$ cat src/amad_map.svh
// constants for the a24 module address decode block: offsets, limits, counts
// assumes a 24-bit backplane address space and byte-wide module registers
`ifndef AMAD_MAP_SVH
`define AMAD_MAP_SVH

// backplane address width and the fixed step from block base to module base
`define AMAD_ADDR_W       24
`define AMAD_BASE_ADJ     24'h000001
`define AMAD_BASE_RST     24'h000000

// module window size in bytes and the legal switch range
`define AMAD_WINDOW_BYTES 1024
`define AMAD_SW_W         4
`define AMAD_SW_MIN       4'h1
`define AMAD_SW_MAX       4'hC

// register index width: one index per even byte in the window
`define AMAD_IDX_W        9
`define AMAD_DATA_W       8

`endif

$ cat src/amad_pkg.sv
// types shared by the a24 module address decode block
// assumes amad_map.svh is on the include path
`include "amad_map.svh"

package amad_pkg;

   // one backplane access as presented by the control card
   typedef struct packed {
      logic                       write;    // 1 write, 0 read
      logic                       space24;  // access is in the 24-bit space
      logic                       byteWide; // single byte transfer
      logic [`AMAD_ADDR_W-1:0]    addr;
      logic [`AMAD_DATA_W-1:0]    wrData;
   } amad_bus_cmd_t;

   // strobe group toward the module's own byte registers
   typedef struct packed {
      logic                       wrStb;
      logic                       rdStb;
      logic [`AMAD_IDX_W-1:0]     idx;
      logic [`AMAD_DATA_W-1:0]    wrData;
   } amad_loc_port_t;

   typedef enum logic [1:0] {
      AMAD_ST_IDLE = 2'b00,
      AMAD_ST_DEC  = 2'b01,
      AMAD_ST_STB  = 2'b10,
      AMAD_ST_ACK  = 2'b11
   } amad_state_t;

endpackage

$ cat src/amad_decode.sv
// address decode and byte access path from the control card to one module
// assumes all inputs synchronous to core_clk; the module's own registers sit
// behind locPort and return read data on locRdData in the strobe cycle
// assumes the card issues one access at a time and waits for busReady
// assumes the switches are strapped before reset is released
`timescale 1ns/1ps
`include "amad_map.svh"

module amad_decode #(
   parameter int WINDOW_BYTES = `AMAD_WINDOW_BYTES,
   parameter int SW_W         = `AMAD_SW_W
) (
   input  wire logic                    core_clk,
   input  wire logic                    rst_n,
   input  wire logic                    busReq,
   input  wire amad_pkg::amad_bus_cmd_t busCmd,
   input  wire logic                    baseWrStb,
   input  wire logic [`AMAD_ADDR_W-1:0] baseWrData,
   input  wire logic [SW_W-1:0]         modSwitch,
   input  wire logic [`AMAD_DATA_W-1:0] locRdData,
   output logic                         allocReq,
   output logic                         baseValid,
   output logic                         busReady,
   output logic                         busAck,
   output logic                         busIgnored,
   output logic [`AMAD_DATA_W-1:0]      busRdData,
   output logic                         addrFault,
   output amad_pkg::amad_loc_port_t     locPort
);

   // address bits spanned by one module window
   localparam int WIN_LOG = $clog2(WINDOW_BYTES);

   // the window must be a power of two, fit the address space and give
   // no more even offsets than the index field can carry
   // a bad setting stops elaboration instead of decoding a wrong window
   generate
      if ((1 << WIN_LOG) != WINDOW_BYTES ||
          WIN_LOG + SW_W > `AMAD_ADDR_W ||
          WIN_LOG - 1 > `AMAD_IDX_W ||
          SW_W != `AMAD_SW_W) begin : g_bad_param
         $error("amad_decode: unsupported window or switch width");
      end
   endgenerate

   // sequencer state, captured request and address bookkeeping
   amad_pkg::amad_state_t      stateReg;
   amad_pkg::amad_state_t      stateNext;
   amad_pkg::amad_bus_cmd_t    cmdReg;
   logic [`AMAD_ADDR_W-1:0]    blockBaseReg;
   logic [`AMAD_ADDR_W-1:0]    modBaseReg;
   logic [`AMAD_ADDR_W-1:0]    modOffset;
   logic [`AMAD_ADDR_W-1:0]    winOffset;
   logic [SW_W-1:0]            modAddrReg;
   logic                       swTakenReg;
   logic                       addrOkReg;
   logic                       winHit;
   logic                       swInRange;
   logic                       stbFire;
   logic                       takeReq;

   // start-up allocation request: held until the base arrives
   // drops on the base strobe edge so it never overlaps baseValid
   always_ff @(posedge core_clk) begin
      if (!rst_n) begin
         allocReq  <= 1'b0;
      end else begin
         allocReq  <= !baseValid && !baseWrStb;
      end
   end

   // block base from the resource manager; accesses taken before it are refused as misses
   // a later rewrite moves the window; no access should be in flight then
   always_ff @(posedge core_clk) begin
      if (!rst_n) begin
         blockBaseReg <= `AMAD_BASE_RST;
         baseValid    <= 1'b0;
      end else if (baseWrStb) begin
         blockBaseReg <= baseWrData;
         baseValid    <= 1'b1;
      end
   end

   // legal switch range, read only by the capture below
   assign swInRange = modSwitch >= `AMAD_SW_MIN &&
                      modSwitch <= `AMAD_SW_MAX;

   // switch setting caught once, on the first edge after reset release;
   // later changes to the switches need a reset, as on a real strap
   always_ff @(posedge core_clk) begin
      if (!rst_n) begin
         modAddrReg <= '0;
         swTakenReg <= 1'b0;
         addrOkReg  <= 1'b0;
         addrFault  <= 1'b0;
      end else if (!swTakenReg) begin
         swTakenReg <= 1'b1;
         modAddrReg <= modSwitch;
         // out-of-range setting blocks every window hit; misses are still answered
         addrOkReg  <= swInRange;
         addrFault  <= !swInRange;
      end
   end

   // module base recomputed every cycle from registered inputs only
   // the extra register keeps the adder off the compare path; it costs one
   // cycle after a base write; baseValid does not wait for it, so a decode one cycle after the write still sees the old base
   assign modOffset = `AMAD_ADDR_W'(modAddrReg) << WIN_LOG;

   always_ff @(posedge core_clk) begin
      if (!rst_n) begin
         modBaseReg <= `AMAD_BASE_RST;
      end else begin
         // sum wraps modulo the 24-bit space
         modBaseReg <= blockBaseReg + modOffset + `AMAD_BASE_ADJ;
      end
   end

   // window hit: right space, byte wide, inside window, even offset
   // odd offsets fall between registers and are refused, not rounded
   assign winOffset = cmdReg.addr - modBaseReg;
   assign winHit    = cmdReg.space24 &&
                      cmdReg.byteWide &&
                      addrOkReg && baseValid &&
                      winOffset < `AMAD_ADDR_W'(WINDOW_BYTES) &&
                      !winOffset[0];

   // one decode slot per access: take in idle, fire strobes in decode
   assign takeReq = stateReg == amad_pkg::AMAD_ST_IDLE && busReq;
   assign stbFire = stateReg == amad_pkg::AMAD_ST_DEC && winHit;

   // access sequencer: take, decode, strobe, answer
   // a hit is back in idle three edges after its take, a miss one
   always_comb begin
      stateNext = stateReg;
      case (stateReg)
         amad_pkg::AMAD_ST_IDLE: begin
            if (busReq) begin
               stateNext = amad_pkg::AMAD_ST_DEC;
            end
         end
         amad_pkg::AMAD_ST_DEC: begin
            if (winHit) begin
               stateNext = amad_pkg::AMAD_ST_STB;
            end else begin
               stateNext = amad_pkg::AMAD_ST_IDLE;
            end
         end
         amad_pkg::AMAD_ST_STB: begin
            stateNext = amad_pkg::AMAD_ST_ACK;
         end
         amad_pkg::AMAD_ST_ACK: begin
            stateNext = amad_pkg::AMAD_ST_IDLE;
         end
         default: begin
            stateNext = amad_pkg::AMAD_ST_IDLE;
         end
      endcase
   end

   // busReady looks one state ahead so the card may launch a request
   // in the very cycle the sequencer sits idle
   always_ff @(posedge core_clk) begin
      if (!rst_n) begin
         stateReg <= amad_pkg::AMAD_ST_IDLE;
         busReady <= 1'b0;
      end else begin
         stateReg <= stateNext;
         busReady <= stateNext == amad_pkg::AMAD_ST_IDLE;
      end
   end

   // request captured only when idle; requests while busy are dropped
   // nothing is queued: the card must watch busReady before asking
   always_ff @(posedge core_clk) begin
      if (!rst_n) begin
         cmdReg <= '0;
      end else if (takeReq) begin
         cmdReg <= busCmd;
      end
   end

   // one-cycle strobes toward the module registers, index is offset / 2
   // idx and wrData hold after the strobe for slow register logic
   always_ff @(posedge core_clk) begin
      if (!rst_n) begin
         locPort <= '0;
      end else if (stbFire) begin
         locPort.wrStb  <= cmdReg.write;
         locPort.rdStb  <= !cmdReg.write;
         locPort.idx    <= `AMAD_IDX_W'(winOffset[WIN_LOG-1:1]);
         locPort.wrData <= cmdReg.wrData;
      end else begin
         locPort.wrStb  <= 1'b0;
         locPort.rdStb  <= 1'b0;
      end
   end

   // answer: one byte per read, zero on writes, one-cycle acknowledge
   // busRdData holds until the next hit answers
   always_ff @(posedge core_clk) begin
      if (!rst_n) begin
         busAck    <= 1'b0;
         busRdData <= '0;
      end else if (stateReg == amad_pkg::AMAD_ST_STB) begin
         busAck    <= 1'b1;
         busRdData <= cmdReg.write ? '0 : locRdData;
      end else begin
         busAck    <= 1'b0;
      end
   end

   // pulse when a taken request falls outside this module
   // lets the card end a miss at once instead of waiting for a timeout
   always_ff @(posedge core_clk) begin
      if (!rst_n) begin
         busIgnored <= 1'b0;
      end else begin
         busIgnored <= stateReg == amad_pkg::AMAD_ST_DEC && !winHit;
      end
   end

endmodule // amad_decode

$ cat config.mk
export PLATFORM = sky130hd
export DESIGN_NAME = amad_decode
export DESIGN_NICKNAME = d
export VERILOG_FILES = /design/src/amad_pkg.sv /design/src/amad_decode.sv
export VERILOG_INCLUDE_DIRS = /design/src
export SDC_FILE = /design/constraint.sdc
export NUM_CORES = 1
export LEC_CHECK = 0
export BUFFER_PORTS_ARGS = -buffer_cell sky130_fd_sc_hd__clkbuf_2
export CAP_MARGIN = 20
export CORE_UTILIZATION = 60
export CTS_BUF_LIST = sky130_fd_sc_hd__clkbuf_8
export CTS_CLUSTER_DIAMETER = 200
export CTS_CLUSTER_SIZE = 30
export DETAILED_ROUTE_END_ITERATION = 8
export PLACE_DENSITY = 0.84
export SLEW_MARGIN = 10
export SYNTH_ARGS = -nofsm -noshare
export SYNTH_HDL_FRONTEND = slang
export SYNTH_SLANG_ARGS = --single-unit
$ cat constraint.sdc
create_clock -name core_clk -period 9.24 [get_ports core_clk]
set_input_delay 0.462 -clock core_clk [delete_from_list [all_inputs] [get_ports core_clk]]
set_output_delay 0.462 -clock core_clk [all_outputs]
set_load 0.05 [all_outputs]
# ---- Word level (Yosys, flattened, before mapping)
# Index checks and enable logic that the tools add are counted.
dict set report op_classes {
  add_sub_neg 3
  mul 0
  div 0
  n_lt_le_gt_ge 3
  n_eq_ne 3
  n_shift 0
  mux 6
  bitwise_logic 0
  reduce_logical 19
}
# operator n
set op_table {}
lappend op_table {{$add 24x1->24 const B} 1}
lappend op_table {{$add 24x14->24} 1}
lappend op_table {{$lt 24x11->1 const B} 1}
lappend op_table {{$sub 24x24->24} 1}
lappend op_table {{$logic_and 1x1->1} 10}
lappend op_table {{$mux 8} 1}
lappend op_table {{$pmux 2 s4} 1}
lappend op_table {{$logic_not 1->1} 6}
lappend op_table {{$eq 2x2->1 const B} 2}
lappend op_table {{$ge 4x1->1 const B} 1}
lappend op_table {{$le 4x4->1 const B} 1}
lappend op_table {{$logic_not 2->1} 2}
lappend op_table {{$mux 2} 2}
lappend op_table {{$eq 2x1->1 const B} 1}
lappend op_table {{$mux 1} 2}
lappend op_table {{$reduce_and 2->1} 1}
dict set report totals {
  reg_bits 124
  latchBits 0
  ram_bits 0
  rom_bits 0
  inputBits 75
  out_inout_bits 33
  elab_cells 56
  mem_count 0
}

# ---- Longest topological paths before layout
dict set report logic_depth {
  ltp_word 8
  mapped_depth 14
  ltp_nobuf 12
}

# ---- Worst setup path after synthesis
# Ideal clock, no wire load.
dict set report synth_timing {
  path_kind {register -> register}
  from {reg cmdReg[8] (netlist bit)}
  to {reg locPort[10] (netlist bit)}
  setup_ns 0.072
  arrival_time_ns 2.824
  required_ns 9.168
  path_slack_ns 6.345
  path_stages_with_launch 15
  n_path_buf 2
  synth_period_minus_slack_ns 2.895
  path_cell_list {dfxtp_1 -> inv_1 -> ha_1 -> inv_1 -> fa_1 -> a211oi_2 -> o211ai_2 -> a21oi_1 -> o21ai_1 -> xnor2_1 -> nand4_1 -> nor4_2 -> buf_6 -> buf_12 -> mux2i_1}
}
dict set report synth_between {
  elab_chain_len 5
  elab_cells_between_ends 6
  cone_classes {1 x add/sub; 1 x order compare; 4 x reduce/logical}
}
# element line_no
set synth_lines {}
lappend synth_lines {{start: declaration} amad_decode.sv:49} ;# amad_pkg::amad_bus_cmd_t cmdReg;
lappend synth_lines {{start signal: assignment} amad_decode.sv:179} ;# cmdReg <= busCmd;
lappend synth_lines {{$sub 24x24->24 (*)} amad_decode.sv:121} ;# assign winOffset = cmdReg.addr - modBaseReg;
lappend synth_lines {{$lt 24x11->1} amad_decode.sv:125} ;# winOffset < `AMAD_ADDR_W'(WINDOW_BYTES) &&
lappend synth_lines {{$logic_and 1x1->1 (2 in series)} amad_decode.sv:122} ;# assign winHit = cmdReg.space24 &&
lappend synth_lines {{$logic_and 1x1->1} amad_decode.sv:130} ;# assign stbFire = stateReg == amad_pkg::AMAD_ST_DEC && winHit;
lappend synth_lines {{end: declaration} amad_decode.sv:28} ;# output amad_pkg::amad_loc_port_t locPort
# Every way passes the cells marked *; elsewhere a longest branch is shown, timed or not.
# A chain may end at the register's enable or synchronous reset.

# ---- Worst setup path in the final report
dict set report layout_timing {
  from {reg cmdReg[8] (netlist bit)}
  to {reg locPort[2] (netlist bit)}
}
dict set report layout_between {
  elab_chain_len 5
  elab_cells_between_ends 6
  cone_classes {1 x add/sub; 1 x order compare; 4 x reduce/logical}
}
# element line_no
set layout_lines {}
lappend layout_lines {{$sub 24x24->24 (*)} amad_decode.sv:121}
lappend layout_lines {{$lt 24x11->1} amad_decode.sv:125}
lappend layout_lines {{$logic_and 1x1->1} amad_decode.sv:122}
lappend layout_lines {{$logic_and 1x1->1 (*)} amad_decode.sv:122}
lappend layout_lines {{$logic_and 1x1->1 (*)} amad_decode.sv:130}
# Marked as above.

==> results by group <==
Worst hold path
  • Hold path depth: 3
  • Hold Crit Start: busCmd[29]
  • Hold WC Path Type: input port to register
  • WHS Endpoint: cmdReg[29]

Drt
  • DR pass1 iterations: 5
  • Post-DRT Antenna Nets: 0
  • Vias/cell: 5.72
  • Wirelength, routed: 16000 um
  • 1st-iter DRT viols: 318
  • WL/cell: 15.8 um
  • Vias: 5785
  • DRC Markers: 0

Clock tree
  • H-tree Lvls: 4
  • Total clock sinks: 124
  • Clock latency on the worst-skew pair: 0.44 ns
  • Clk slew on worst S/H paths: 0.08 ns
  • CTS root buffer: clkbuf_8
  • Post-CTS Resized: 0
  • Clk buf depth: 2
  • CTS buffer count: 17
  • TritonCTS clock tree: built
  • # Post-CTS Setup Buffers: 0
  • CTS Hold Bufs: 0

Timing
  • Final setup TNS: 0 ns
  • Final Hold Vio Count: 0
  • RSZ-0062 raised after global routing: no
  • Post-route clock period utilization: 38.5%
  • Final Max Tran Viols: 0
  • Clock Skew: 0.00947 ns
  • Setup violators final: 0
  • Min Tclk post-route: 3.55 ns
  • Tightest Pin Transition: 0.836 ns
  • Fmax: 0.281 GHz
  • Worst rel slew slack: 44.3%

Floorplanning
  • Die footprint: 11000 um^2
  • Die W: 105 um
  • Core area: 10300 um^2
  • Row count: 37
  • # IOs: 108
  • Die extent in y: 105 um
  • Starting Density: 61.6%

Worst setup path
  • Required time of the critical path: 9.59 ns
  • Crit path DAT: 3.91 ns
  • Reg2reg path depth: 13
  • Worst setup SP type: register
  • Critical path type: register to register
  • Reg2reg start: cmdReg[8]
  • Reg-to-reg slack, setup: 5.69 ns
  • Worst setup EP type: register
  • Maximum fanout along the worst path: 17
  • R2r endpoint: locPort[2]

GRT
  • Grt ovf: 0
  • Vias in the first global route: 5378
  • Largest net degree at the start of global routing: 57
  • First-pass GRT wire length: 25700 um
  • Global Route Usage Sum: 29.6%
  • Initial antenna violation count: 0

Synth
  • Netlist cell types: 61
  • Post-synthesis register bit count: 124
  • Yosys top cell area share: 39.2%
  • Ys Warns: 0
  • Post-Syn Instances: 772
  • Synth area leader: dfxtp_1
  • FFs w/ async S/R, synth: 0%
  • Synth area leaders: dfxtp_1 39%, nand2_1 8.1%, mux2i_1 7.4%
  • Average size of a mapped cell: 8.20 um^2
  • Sequential fraction of the synthesis area: 39.2%
  • Mapped Area: 6330 um^2
  • Syn_nets: 876
  • Predominant post-synthesis flop cell: dfxtp_1
  • Post-synth EDFFs: 0

Final layout
  • Nets: 966
  • Most frequent cells in the layout: 136 x nand2_1, 124 x dfxtp_1, 107 x clkbuf_2, 81 x a21oi_1, 77 x nor2_1
  • Final Non-Filler Cells: 1011
  • Synth-to-layout area growth: 16.7%
  • N_diodes: 0
  • Commonest non-fill, non-tap cell in the layout: nand2_1
  • Layout cell share with drive strength beyond 1: 18.4%
  • Fillers: 796

Place
  • Placer congestion estimate: 0.896
  • Port bufs: 107
  • Final HPWL DP: 11800 um
  • Placed Cells: 979

Job
  • # Max-Cap Violations: 0

Power
  • PwrDens: 196 nW/um^2
  • Peak VDD IR: 0.000132 V
  • LEAKAGE: 3.22 nW

Status
  • Outcome: completed
## synth_stat cells, drive strengths merged, types with 3 or more instances
master and instances:
nand2 137, dfxtp 124, a21oi 84, nor2 77, mux2i 47, inv 35, ha 28, clkbuf 26
o21ai 23, xnor2 21, and3 15, buf 14, nand3 13, nand4 13, xor2 12, nor3 11
o211ai 10, a211oi 8, o21a 8, a21o 7, nand2b 7, and2 6, nor4 6, or3 5
a21boi 4, o21bai 4, a22oi 3, a311oi 3, nor2b 3
## state kept, by name, indices dropped and copies added (netlist names), 2 cells and up
| signal | flops |
|---|---|
| locPort | 19 |
| modBaseReg | 24 |
| cmdReg | 35 |
| modAddrReg | 4 |
| stateReg | 2 |
| blockBaseReg | 24 |
| busRdData | 8 |
## layout make-up
class                           instances  area [um^2]  area share, %
Multi-Input combinational cell        573         3540           47.8
Sequential cell                       124         2480           33.6
Timing Repair Buffer                  111          586           7.92
Clock buffer                           22          303           4.10
Clock inverter                         10          184           2.49
Tap cell                              136          170           2.30
Inverter                               35          131           1.78
## worst max-delay path by stage
stage	startpoint	depth (start not counted)	to	slack, ns
3_3_place_gp	cmdReg[8]	13	locPort[16]	6.06
3_5_place_dp	cmdReg[8]	13	locPort[8]	5.80
4_1_cts	cmdReg[8]	13	locPort[2]	5.68
5_1_grt	cmdReg[8]	13	locPort[2]	5.50
6_report	cmdReg[8]	13	locPort[2]	5.69
2_1_floorplan	cmdReg[8]	14	locPort[10]	6.34
## kinds of logic (layout without fill, tap and decap cells)
group	count (synthesis)	in the layout	share of synthesized area [%]
fa+ha+maj	29	29	5.85
xor+xnor	33	33	4.56
buf+inv	75	178	5.12
mux	47	47	7.43
compound gates	165	165	16.8
simple gates	299	299	21.1
flops	124	124	39.2
## through the flow
stage               instance area (um^2)  util [%]  power (W)  worst slack [ns]  hold WS [ns]
floorplan                           6330         -   0.000799              6.34         0.429
global placement                    6880      66.9   0.000866              6.06         0.442
detailed placement                  6910      67.2   0.000873              5.80         0.447
CTS                                 7390      71.9    0.00145              5.68         0.213
global route                        7390      71.9    0.00151              5.50         0.225
finish                              7390      71.9    0.00145              5.69         0.234
## layer usage
metal  part of all wire, %  track usage [%]  routed length (um)  vias up
li1                      -                -                   -     2838
met5                     0                0                   0        -
met4                   1.2             9.56                 200        0
met1                    45             38.8                7210     2702
met2                    47             48.9                7580      224
met3                   6.4             6.05                1030       21
## worst max-delay path, cell delays in order, from the launching register on
cell	delay [ns]
dfxtp_1	0.31
inv_1	0.05
ha_1	0.17
inv_1	0.06
fa_1	0.43
a211oi_2	0.31
o211ai_2	0.17
a21oi_1	0.39
o21ai_1	0.16
xnor2_1	0.25
nand4_1	0.23
nor4_4	0.32
buf_4	0.34
mux2i_1	0.27
## power breakdown
group	internal (W)	switching, W	leakage [nW]
Sequential	0.000558	0.0000164	1.02
Combinational	0.000115	0.000180	1.96
Clock	0.000358	0.000220	0.247
Total	0.00103	0.000417	3.22
No activity file was read; power rests on OpenSTA's default activity.
